## src/hw/adc_regs_pkg.sv

```systemverilog
package adc_regs_pkg;

  localparam int DATA_W   = 16;
  localparam int BUS_W    = 32;
  localparam int ADDR_W   = 8;
  localparam int IDX_W    = 6;
  localparam int CHANNELS = 2;

  // word index of each register; byte address is four times the index
  localparam logic [IDX_W-1:0] IDX_THR_HIGH  = 6'h07;
  localparam logic [IDX_W-1:0] IDX_THR_LOW   = 6'h08;
  localparam logic [IDX_W-1:0] IDX_CHAN0_CONFIG   = 6'h09;
  localparam logic [IDX_W-1:0] IDX_OFF_HIGH  = 6'h0A;
  localparam logic [IDX_W-1:0] IDX_OFF_LOW   = 6'h0B;
  localparam logic [IDX_W-1:0] IDX_GAIN_HIGH = 6'h0C;
  localparam logic [IDX_W-1:0] IDX_GAIN_LOW  = 6'h0D;
  localparam logic [IDX_W-1:0] IDX_CHAN1_CONFIG   = 6'h0E;

  localparam logic [DATA_W-1:0] RST_THR_HIGH  = 16'h0000;
  localparam logic [DATA_W-1:0] RST_THR_LOW   = 16'h0000;
  localparam logic [DATA_W-1:0] RST_CFG       = 16'h0000;
  localparam logic [DATA_W-1:0] RST_OFF_HIGH  = 16'h0000;
  localparam logic [DATA_W-1:0] RST_OFF_LOW   = 16'h0000;
  localparam logic [DATA_W-1:0] RST_GAIN_HIGH = 16'h8000;
  localparam logic [DATA_W-1:0] RST_GAIN_LOW  = 16'h0000;

  // writable bits; all others are reserved and read as zero
  localparam logic [DATA_W-1:0] WMASK_FULL    = 16'hFFFF;
  localparam logic [DATA_W-1:0] WMASK_THR_LOW = 16'hFF0F;
  localparam logic [DATA_W-1:0] WMASK_CFG     = 16'hFFC7;
  localparam logic [DATA_W-1:0] WMASK_CAL_LOW = 16'hFF00;

  localparam int THR_LOW_LIMIT_LSB = 8;
  localparam int HP_SEL_LSB        = 0;
  localparam int HP_SEL_W          = 4;
  localparam int CFG_SKEW_LSB      = 6;
  localparam int CFG_SKEW_W        = 10;
  localparam int CFG_BYPASS_BIT    = 2;
  localparam int CFG_INSEL_LSB     = 0;
  localparam int CAL_LOW_LSB       = 8;
  localparam int CAL_W             = 24;

  localparam logic [HP_SEL_W-1:0] HP_SEL_OFF = 4'h0;

  typedef enum logic [1:0] {
    INSEL_DIFF_PINS,
    INSEL_SHORTED,
    INSEL_TEST_POS,
    INSEL_TEST_NEG
  } input_select_type;

  typedef enum logic {
    BUS_IDLE,
    BUS_ANSWER
  } bus_state_type;

endpackage

```

## src/hw/reg_access_if.sv

```systemverilog
`timescale 1ns/100ps
interface reg_access_if;
  import adc_regs_pkg::*;
  logic                req_valid;
  logic                req_write;
  logic [IDX_W-1:0]    req_index;
  logic [DATA_W-1:0]   req_wdata;
  logic [DATA_W-1:0]   req_wmask;
  logic [DATA_W-1:0]   rsp_rdata;
  modport front (output req_valid, req_write, req_index, req_wdata, req_wmask,
                 input  rsp_rdata);
  modport regs  (input  req_valid, req_write, req_index, req_wdata, req_wmask,
                 output rsp_rdata);
endinterface

```

## src/hw/bus_front.sv

```systemverilog
`timescale 1ns/100ps
module bus_front
  import adc_regs_pkg::*;
(
  input  wire logic                ref_clk_in,
  input  wire logic                reset_in,
  input  wire logic                clk_en_in,
  input  wire logic [ADDR_W-1:0]   avs_address_in,
  input  wire logic                avs_read_in,
  input  wire logic                avs_write_in,
  input  wire logic [BUS_W-1:0]    avs_writedata_in,
  input  wire logic [3:0]          avs_byteenable_in,
  output logic      [BUS_W-1:0]    avs_readdata_out,
  output logic                     avs_waitrequest_out,
  reg_access_if.front              acc
);
  bus_state_type     state_q, state_d;
  logic [BUS_W-1:0]  rdata_q, rdata_d;
  logic              req;

  assign req = avs_read_in | avs_write_in;
  assign acc.req_valid = req & (state_q == BUS_IDLE) & clk_en_in;
  assign acc.req_write = avs_write_in;
  assign acc.req_index = avs_address_in[ADDR_W-1:2];
  assign acc.req_wdata = avs_writedata_in[DATA_W-1:0];
  assign acc.req_wmask = {{8{avs_byteenable_in[1]}}, {8{avs_byteenable_in[0]}}};
  assign avs_waitrequest_out = req & (state_q == BUS_IDLE);
  assign avs_readdata_out    = rdata_q;

  always_comb begin
    state_d = state_q;
    rdata_d = rdata_q;
    case (state_q)
      BUS_IDLE: begin
        if (acc.req_valid) begin
          state_d = BUS_ANSWER;
          rdata_d = avs_read_in ? {16'h0000, acc.rsp_rdata} : 32'h00000000;
        end
      end
      BUS_ANSWER: begin
        state_d = BUS_IDLE;
      end
      default: begin
        state_d = BUS_IDLE;
      end
    endcase
  end

  always_ff @(posedge ref_clk_in) begin
    if (reset_in) begin
      state_q <= BUS_IDLE;
      rdata_q <= 32'h00000000;
    end else if (clk_en_in) begin
      state_q <= state_d;
      rdata_q <= rdata_d;
    end
  end
endmodule

```

## src/hw/chan_decode.sv

```systemverilog
`timescale 1ns/100ps
module chan_decode
  import adc_regs_pkg::*;
(
  input  wire logic                   ref_clk_in,
  input  wire logic                   reset_in,
  input  wire logic                   clk_en_in,
  input  wire logic [DATA_W-1:0]      cfg_in,
  input  wire logic [HP_SEL_W-1:0]    coef_sel_in,
  output logic      [CFG_SKEW_W-1:0]  skew_out,
  output logic                        highpass_on_out,
  output logic      [4:0]             highpass_shift_out,
  output logic      [3:0]             route_out
);
  logic [CFG_SKEW_W-1:0] skew_q, skew_d;
  logic                  on_q, on_d;
  logic [4:0]            shift_q, shift_d;
  logic [3:0]            route_q, route_d;
  input_select_type      sel;

  assign sel = input_select_type'(cfg_in[CFG_INSEL_LSB +: 2]);

  always_comb begin
    skew_d  = cfg_in[CFG_SKEW_LSB +: CFG_SKEW_W];
    // filter runs only when selected globally and not bypassed here
    on_d    = (coef_sel_in != HP_SEL_OFF) & ~cfg_in[CFG_BYPASS_BIT];
    // coefficient is 2 to the minus (code + 1)
    shift_d = on_d ? ({1'b0, coef_sel_in} + 5'h01) : 5'h00;
    route_d = 4'h0;
    case (sel)
      INSEL_DIFF_PINS: route_d = 4'h1;
      INSEL_SHORTED:   route_d = 4'h2;
      INSEL_TEST_POS:  route_d = 4'h4;
      INSEL_TEST_NEG:  route_d = 4'h8;
      default:         route_d = 4'h1;
    endcase
  end

  always_ff @(posedge ref_clk_in) begin
    if (reset_in) begin
      skew_q  <= 10'h000;
      on_q    <= 1'b0;
      shift_q <= 5'h00;
      route_q <= 4'h1;
    end else if (clk_en_in) begin
      skew_q  <= skew_d;
      on_q    <= on_d;
      shift_q <= shift_d;
      route_q <= route_d;
    end
  end

  assign skew_out           = skew_q;
  assign highpass_on_out    = on_q;
  assign highpass_shift_out = shift_q;
  assign route_out          = route_q;
endmodule

```

## src/hw/adc_config_regs.sv

```systemverilog
// Operation
// - threshold upper sixteen bits, read/write, reset zero
// - threshold low byte in bits 15:8
// - four-bit highpass coefficient select, zero disables
// - channel A ten-bit signed sample skew
// - bypass bit removes highpass for channel
// - two-bit input select picks pins, short, tests
// - offset bits 23:8 stored, reset zero
// - offset bits 7:0 in low register's top byte
// - gain bits 23:8 stored, reset 8000h
// - gain bits 7:0 in low register's top
// - calibration low registers' bottom byte reads zero
// - words 7h..Dh decode in listed order
// - second channel configuration at Eh, reset zero
`timescale 1ns/100ps
module adc_config_regs (
  input  wire logic                                   ref_clk_in,
  input  wire logic                                   reset_in,
  input  wire logic                                   clk_en_in,
  input  wire logic [adc_regs_pkg::ADDR_W-1:0]        avs_address_in,
  input  wire logic                                   avs_read_in,
  input  wire logic                                   avs_write_in,
  input  wire logic [adc_regs_pkg::BUS_W-1:0]         avs_writedata_in,
  input  wire logic [3:0]                             avs_byteenable_in,
  output logic      [adc_regs_pkg::BUS_W-1:0]         avs_readdata_out,
  output logic                                        avs_waitrequest_out,
  output logic      [adc_regs_pkg::CAL_W-1:0]         detect_limit_out,
  output logic      [adc_regs_pkg::HP_SEL_W-1:0]      highpass_coef_select_out,
  output logic      [adc_regs_pkg::CAL_W-1:0]         chan_a_offset_out,
  output logic      [adc_regs_pkg::CAL_W-1:0]         chan_a_gain_out,
  output logic      [2*adc_regs_pkg::CFG_SKEW_W-1:0]  chan_sample_skew_out,
  output logic      [adc_regs_pkg::CHANNELS-1:0]      chan_highpass_on_out,
  output logic      [2*5-1:0]                         chan_highpass_shift_out,
  output logic      [2*4-1:0]                         chan_input_route_out
);
  import adc_regs_pkg::*;

  reg_access_if acc ();

  bus_front u_front (
    .ref_clk_in          (ref_clk_in),
    .reset_in            (reset_in),
    .clk_en_in           (clk_en_in),
    .avs_address_in      (avs_address_in),
    .avs_read_in         (avs_read_in),
    .avs_write_in        (avs_write_in),
    .avs_writedata_in    (avs_writedata_in),
    .avs_byteenable_in   (avs_byteenable_in),
    .avs_readdata_out    (avs_readdata_out),
    .avs_waitrequest_out (avs_waitrequest_out),
    .acc                 (acc.front)
  );

  // write strobes, one per register
  logic wr;
  logic wr_thr_high;
  logic wr_thr_low;
  logic wr_off_high;
  logic wr_off_low;
  logic wr_gain_high;
  logic wr_gain_low;
  logic [CHANNELS-1:0] wr_cfg;

  assign wr = acc.req_valid & acc.req_write;

  always_comb begin
    wr_thr_high  = 1'b0;
    wr_thr_low   = 1'b0;
    wr_off_high  = 1'b0;
    wr_off_low   = 1'b0;
    wr_gain_high = 1'b0;
    wr_gain_low  = 1'b0;
    wr_cfg       = '0;
    if (acc.req_index == IDX_THR_HIGH) begin
      wr_thr_high = wr;
    end else if (acc.req_index == IDX_THR_LOW) begin
      wr_thr_low = wr;
    end else if (acc.req_index == IDX_CHAN0_CONFIG) begin
      wr_cfg[0] = wr;
    end else if (acc.req_index == IDX_OFF_HIGH) begin
      wr_off_high = wr;
    end else if (acc.req_index == IDX_OFF_LOW) begin
      wr_off_low = wr;
    end else if (acc.req_index == IDX_GAIN_HIGH) begin
      wr_gain_high = wr;
    end else if (acc.req_index == IDX_GAIN_LOW) begin
      wr_gain_low = wr;
    end else if (acc.req_index == IDX_CHAN1_CONFIG) begin
      wr_cfg[1] = wr;
    end
  end

  // merge of old value and lane-masked new data inside writable bits
  function automatic logic [DATA_W-1:0] merge(
    input logic [DATA_W-1:0] old_val,
    input logic [DATA_W-1:0] new_val,
    input logic [DATA_W-1:0] lanes,
    input logic [DATA_W-1:0] writable
  );
    logic [DATA_W-1:0] m;
    m = lanes & writable;
    return ((old_val & ~m) | (new_val & m)) & writable;
  endfunction

  // current-detect threshold and filter select
  logic [DATA_W-1:0] thr_high_q, thr_high_d;
  logic [DATA_W-1:0] thr_low_q, thr_low_d;

  always_comb begin
    thr_high_d = thr_high_q;
    thr_low_d  = thr_low_q;
    if (wr_thr_high) begin
      thr_high_d = merge(thr_high_q, acc.req_wdata, acc.req_wmask, WMASK_FULL);
    end
    if (wr_thr_low) begin
      thr_low_d = merge(thr_low_q, acc.req_wdata, acc.req_wmask, WMASK_THR_LOW);
    end
  end

  always_ff @(posedge ref_clk_in) begin
    if (reset_in) begin
      thr_high_q <= RST_THR_HIGH;
      thr_low_q  <= RST_THR_LOW;
    end else if (clk_en_in) begin
      thr_high_q <= thr_high_d;
      thr_low_q  <= thr_low_d;
    end
  end

  // channel configuration words
  logic [DATA_W-1:0] cfg_q [CHANNELS];
  logic [DATA_W-1:0] cfg_d [CHANNELS];

  always_comb begin
    for (int c = 0; c < CHANNELS; c++) begin
      cfg_d[c] = cfg_q[c];
      if (wr_cfg[c]) begin
        cfg_d[c] = merge(cfg_q[c], acc.req_wdata, acc.req_wmask, WMASK_CFG);
      end
    end
  end

  always_ff @(posedge ref_clk_in) begin
    if (reset_in) begin
      for (int c = 0; c < CHANNELS; c++) begin
        cfg_q[c] <= RST_CFG;
      end
    end else if (clk_en_in) begin
      for (int c = 0; c < CHANNELS; c++) begin
        cfg_q[c] <= cfg_d[c];
      end
    end
  end

  // channel A offset and gain calibration
  logic [DATA_W-1:0] off_high_q, off_high_d;
  logic [DATA_W-1:0] off_low_q, off_low_d;
  logic [DATA_W-1:0] gain_high_q, gain_high_d;
  logic [DATA_W-1:0] gain_low_q, gain_low_d;

  always_comb begin
    off_high_d  = off_high_q;
    off_low_d   = off_low_q;
    gain_high_d = gain_high_q;
    gain_low_d  = gain_low_q;
    if (wr_off_high) begin
      off_high_d = merge(off_high_q, acc.req_wdata, acc.req_wmask, WMASK_FULL);
    end
    if (wr_off_low) begin
      off_low_d = merge(off_low_q, acc.req_wdata, acc.req_wmask, WMASK_CAL_LOW);
    end
    if (wr_gain_high) begin
      gain_high_d = merge(gain_high_q, acc.req_wdata, acc.req_wmask, WMASK_FULL);
    end
    if (wr_gain_low) begin
      gain_low_d = merge(gain_low_q, acc.req_wdata, acc.req_wmask, WMASK_CAL_LOW);
    end
  end

  always_ff @(posedge ref_clk_in) begin
    if (reset_in) begin
      off_high_q  <= RST_OFF_HIGH;
      off_low_q   <= RST_OFF_LOW;
      gain_high_q <= RST_GAIN_HIGH;
      gain_low_q  <= RST_GAIN_LOW;
    end else if (clk_en_in) begin
      off_high_q  <= off_high_d;
      off_low_q   <= off_low_d;
      gain_high_q <= gain_high_d;
      gain_low_q  <= gain_low_d;
    end
  end

  // read mux; unmapped words read zero
  logic [DATA_W-1:0] rdata;

  always_comb begin
    rdata = 16'h0000;
    if (acc.req_index == IDX_THR_HIGH) begin
      rdata = thr_high_q;
    end else if (acc.req_index == IDX_THR_LOW) begin
      rdata = thr_low_q & WMASK_THR_LOW;
    end else if (acc.req_index == IDX_CHAN0_CONFIG) begin
      rdata = cfg_q[0] & WMASK_CFG;
    end else if (acc.req_index == IDX_OFF_HIGH) begin
      rdata = off_high_q;
    end else if (acc.req_index == IDX_OFF_LOW) begin
      rdata = off_low_q & WMASK_CAL_LOW;
    end else if (acc.req_index == IDX_GAIN_HIGH) begin
      rdata = gain_high_q;
    end else if (acc.req_index == IDX_GAIN_LOW) begin
      rdata = gain_low_q & WMASK_CAL_LOW;
    end else if (acc.req_index == IDX_CHAN1_CONFIG) begin
      rdata = cfg_q[1] & WMASK_CFG;
    end
  end

  assign acc.rsp_rdata = rdata;

  assign detect_limit_out =
    {thr_high_q, thr_low_q[THR_LOW_LIMIT_LSB +: 8]};
  assign highpass_coef_select_out = thr_low_q[HP_SEL_LSB +: HP_SEL_W];
  assign chan_a_offset_out = {off_high_q, off_low_q[CAL_LOW_LSB +: 8]};
  assign chan_a_gain_out = {gain_high_q, gain_low_q[CAL_LOW_LSB +: 8]};

  // per-channel decoded controls
  genvar g;
  generate
    for (g = 0; g < CHANNELS; g++) begin : gen_chan
      chan_decode u_dec (
        .ref_clk_in         (ref_clk_in),
        .reset_in           (reset_in),
        .clk_en_in          (clk_en_in),
        .cfg_in             (cfg_q[g]),
        .coef_sel_in        (thr_low_q[HP_SEL_LSB +: HP_SEL_W]),
        .skew_out           (chan_sample_skew_out[g*CFG_SKEW_W +: CFG_SKEW_W]),
        .highpass_on_out    (chan_highpass_on_out[g]),
        .highpass_shift_out (chan_highpass_shift_out[g*5 +: 5]),
        .route_out          (chan_input_route_out[g*4 +: 4])
      );
    end
  endgenerate
endmodule

```

## config.mk

```make
export PLATFORM = sky130hd
export DESIGN_NAME = adc_config_regs
export DESIGN_NICKNAME = d
export VERILOG_FILES = /design/src/hw/adc_regs_pkg.sv /design/src/hw/reg_access_if.sv /design/src/hw/bus_front.sv /design/src/hw/chan_decode.sv /design/src/hw/adc_config_regs.sv
export SDC_FILE = /design/constraint.sdc
export NUM_CORES = 1
export LEC_CHECK = 0
export BUFFER_PORTS_ARGS = -buffer_cell sky130_fd_sc_hd__buf_2
export CAP_MARGIN = 20
export CORE_ASPECT_RATIO = 1.5
export CORE_MARGIN = 4
export CORE_UTILIZATION = 54
export CTS_BUF_LIST = sky130_fd_sc_hd__clkbuf_4
export DETAILED_ROUTE_END_ITERATION = 10
export HOLD_SLACK_MARGIN = 0.15
export PLACE_DENSITY = 0.82
export RECOVER_POWER = 100
export SYNTH_ARGS = -nofsm -noshare
export SYNTH_HDL_FRONTEND = slang
export SYNTH_SLANG_ARGS = --single-unit
```

## constraint.sdc

```tcl
create_clock -name ref_clk_in -period 2.5 [get_ports ref_clk_in]
set_input_delay 0.375 -clock ref_clk_in [delete_from_list [all_inputs] [get_ports ref_clk_in]]
set_output_delay 0.375 -clock ref_clk_in [all_outputs]
set_load 0.005 [all_outputs]
```

==> summary.md <==
At the pin with the least slew margin, the transition time is 1.08 ns. Fraction of layout instances using a drive strength above 1: 0.151. Tracing the worst setup path back leads to its startpoint at avs_address_in[7]. Summed over all nets, the half-perimeter wirelength after detailed placement is 15.6 mm.

The width of the die works out to 101 um. The fraction of synthesis flops using an asynchronous set or reset pin came out at 0. In this run the remaining antenna-violating nets after routing total 0. After detailed routing, the number of vias per cell comes to 5.85. At the end of routability-driven placement, the weighted congestion stood at 0.923. The master cell of the clock root buffer is clkbuf_4. The core utilization of the finished layout came out at 0.660. The worst setup path is launched from a primary input. The starting utilization of the core area was 0.558. Setup repair after global routing left no endpoint under its margin.

The flow ran to the end, and the final reports show no timing, DRC or antenna violations. The pin count of the biggest net entering global routing was 55. The layout overhead on the synthesized area is 18.3%, and the buffer depth of the longest clock path is 2. The cell type group with the largest total delay on the critical path was simple AND/OR/NAND/NOR gates. The first routing iteration left 451 violations. Total track usage: 0.279. After detailed routing, the number of remaining DRC violations is 0. For the worst setup path, the data required time is 2.96 ns. The number of antenna violations at the first check in global routing was 1; the max-slew violation count was 0. TritonCTS built the clock tree.

The hold violation count in the final report came out at 0. In the layout the commonest cells are dfxtp_1 (133), nor2_1 (100), a21oi_1 (95). The power density normalized to cell area works out to 577 nW/um^2. The clock transition at the registers of the reported paths is 0.12 ns, and the area of the die is 15000 um^2. The biggest area contributor in the post-synthesis netlist is dfxtp_1. In this run the worst path has a maximum fanout of 8. Traced cell by cell, the critical path runs through clkbuf_1, or4b_4, nor3_1, nor2b_1, clkbuf_1, mux2i_1, nor2_1. The tools report the area of the mapped netlist as 7060 um^2. For the total vias in the final route, the log shows 6575. The kind of end point of the critical path is a flip-flop. The min-delay analysis places its worst path in the category in -> reg.

The worst reg2reg path startpoint was u_front.state_q$_SDFFE_PP0P_. For the finished layout, the period the worst path requires is 2.24 ns. For the number of buffers added for setup after CTS, the log shows 0.

The worst clock skew on the final layout was 0.0212 ns; the max-capacitance violation count was 0. Across the VDD grid, the largest voltage drop is 585 uV. Among all flip-flop cells after synthesis, the most frequent one is dfxtp_1. In this run, CTS created clock tree buffers numbering 17. The startpoint identified for the worst hold timing path is avs_writedata_in[1]. The tools report the total leakage power as 3.44 nW. Timing would allow up to 0.445 GHz. The synthesized area divided by synthesized cell count works out to 9.13 um^2.

The run gives 12600 um^2 as the core outline area. In this run the core area contains 50 standard-cell rows. The library cell used most frequently in the layout, excluding fill and tap cells, is dfxtp_1.

The combined buffer and inverter count along the critical path came out at 2. The run gives 0 as the final number of setup-violating endpoints. Among all stages on the critical path, the largest delay is contributed by or4b_4.

The logs give 1004 for the final layout net count and 0.488 for the sequential share of the synthesized area. In this run the count of I/O pins placed on the die edge is 198. The run gives 6249 as the number of global-route vias before repair.

Startpoint-to-endpoint class of the critical path: in -> reg. Synthesis handed over a netlist of 773 instances. The maximum single-stage delay on the critical path came out at 0.61 ns. In the post-synthesis netlist, the biggest area contributors are dfxtp_1 (38%), edfxtp_1 (11%), mux2i_1 (11%), a21oi_1 (6.7%), nor2_1 (5.3%).

Post-route fraction of the period consumed by the critical path: 0.898. The logs give 3440 um^2 for the sequential cell area in the final layout and 0 for the total grt overflow. The multi-input combinational cells in the finished layout cover a total of 3260 um^2.

The run gives 21.3 mm as the overall routed net length. In this run the vertical extent of the chip is 148 um. The most numerous cell type found on the critical path is clkbuf_1. The area share of the largest cell type after synthesis works out to 0.377.

CTS built an H-tree with a depth of 4. For the worst setup path, the data arrival time is 2.71 ns. In this run the tool buffered the top-level ports with 161 buffer cells.

For the worst-skew pair, the clock arrives at the later sink with an insertion delay of 0.57 ns. The layout filler cell count came out at 1098. The post-detailed-route wirelength per cell is 18.9 um. The synthesized design contains 26 enable-type register cells. The run gives 0 as the total number of yosys warnings. Synthesis instantiated 58 different standard cells from the library. Summed over all failing endpoints, the final setup total negative slack is 0 ns. The post-synthesis register bit count was 159; the clock sink count was 159. The worst slew margin relative to its limit is 0.279. The logs give 7 for the detailed-routing iteration count for the pre-antenna-repair pass and 32.4 mm for the wire length of the first global-routing pass.

The quantity of gates resized following cts came out at 0.
==> area by class of cell <==
type / instances / share of cell area
antenna: 1 / 0.000300
clock buffer: 21 / 0.0189
clock inverter: 11 / 0.0196
inverter: 9 / 0.00405
multi-input combinational: 554 / 0.391
sequential: 159 / 0.413
tap: 156 / 0.0234
timing repair buffer: 212 / 0.130
==> synth_stat cells, types with 2 or more instances <==
| cell | number |
|---|---|
| buf_2 | 5 |
| clkbuf_1 | 35 |
| o2111ai_1 | 2 |
| a222oi_1 | 3 |
| inv_1 | 9 |
| dfxtp_1 | 133 |
| nand4_1 | 6 |
| o22a_1 | 2 |
| a221oi_2 | 2 |
| a2111o_1 | 2 |
| a221o_2 | 2 |
| a21o_1 | 2 |
| and3_1 | 4 |
| a311oi_1 | 2 |
| mux2i_1 | 76 |
| nand2b_1 | 31 |
| a221o_1 | 4 |
| buf_4 | 20 |
| nand2_1 | 93 |
| a21oi_1 | 95 |
| or3_1 | 5 |
| nor2_2 | 2 |
| o31ai_1 | 4 |
| o21ai_0 | 17 |
| a221oi_1 | 2 |
| o22ai_1 | 10 |
| buf_6 | 4 |
| mux2_2 | 4 |
| nor2_1 | 99 |
| nand3_1 | 14 |
| ha_1 | 2 |
| nand3b_1 | 4 |
| edfxtp_1 | 26 |
| and2_1 | 3 |
| o211ai_1 | 2 |
| nor2b_1 | 9 |
| a22oi_1 | 17 |
==> per-layer routing <==
metal  wire length, um  track usage  up-vias  share of wire
li1                  -            -     3054              -
met4              1240        0.172        0          0.058
met1              7840        0.319     3100           0.37
met5                 0            0        -              0
met3              1460       0.0458       82          0.069
met2             10700        0.477      339           0.50
==> what timing repair did <==
| action | in CTS | in global routing |
|---|---|---|
| setup endpoints to repair | 0 | 0 |
| hold buffers | 17 | 1 |
| endpoints found under the hold margin | 50 | 1 |
==> cells by family (layout without fill, tap and decap cells) <==
logic type | count (synthesis) | after routing | synth area share
AND/OR/NAND/NOR | 280 | 280 | 0.184
AO/OA/AOI/OAI | 174 | 174 | 0.152
flip-flops | 159 | 159 | 0.488
multiplexers | 80 | 80 | 0.114
buffers and inverters | 75 | 253 | 0.0558
adder cells (fa/ha/maj) | 2 | 2 | 0.00355
XOR/XNOR | 2 | 2 | 0.00248
other | 1 | 17 | 0.000531
==> final timing paths <==
path	end	slack, ns	depth (start not counted)
max	flip-flop	0.26	7
min	flip-flop	0.18	3
max reg2reg	flip-flop	0.38	6
min reg2reg	gen_chan[0].u_dec.highpass_shift_out[4]$_SDFFE_PP0P_	0.47	2
==> power by group <==
part,internal [mW],switching (mW),total (mW)
sequential,2.65,0.0452,2.70
combinational,0.143,0.251,0.394
clock,0.834,0.889,1.72
==> worst min-delay path, delay by kind of cell <==
kind          cells  cell delay (ns)
mux               1             0.09
simple gates      1             0.07
buf+inv           1             0.17
==> per-stage QoR <==
stage | hold slack [ns] | area (um^2) | power, mW | setup WS [ns] | std cells
detailed placement | 0.454 | 8000 | 3.13 | 0.289 | 1072
global route | 0.176 | 8350 | 4.96 | 0.147 | 1123
global placement | 0.449 | 8000 | 3.12 | 0.317 | 1072
CTS | 0.151 | 8500 | 4.83 | 0.461 | 1121
floorplan | 0.449 | 7110 | 2.98 | 0.388 | 788
finish | 0.181 | 8350 | 4.81 | 0.255 | 1123
No activity file was read; power rests on OpenSTA's default activity.
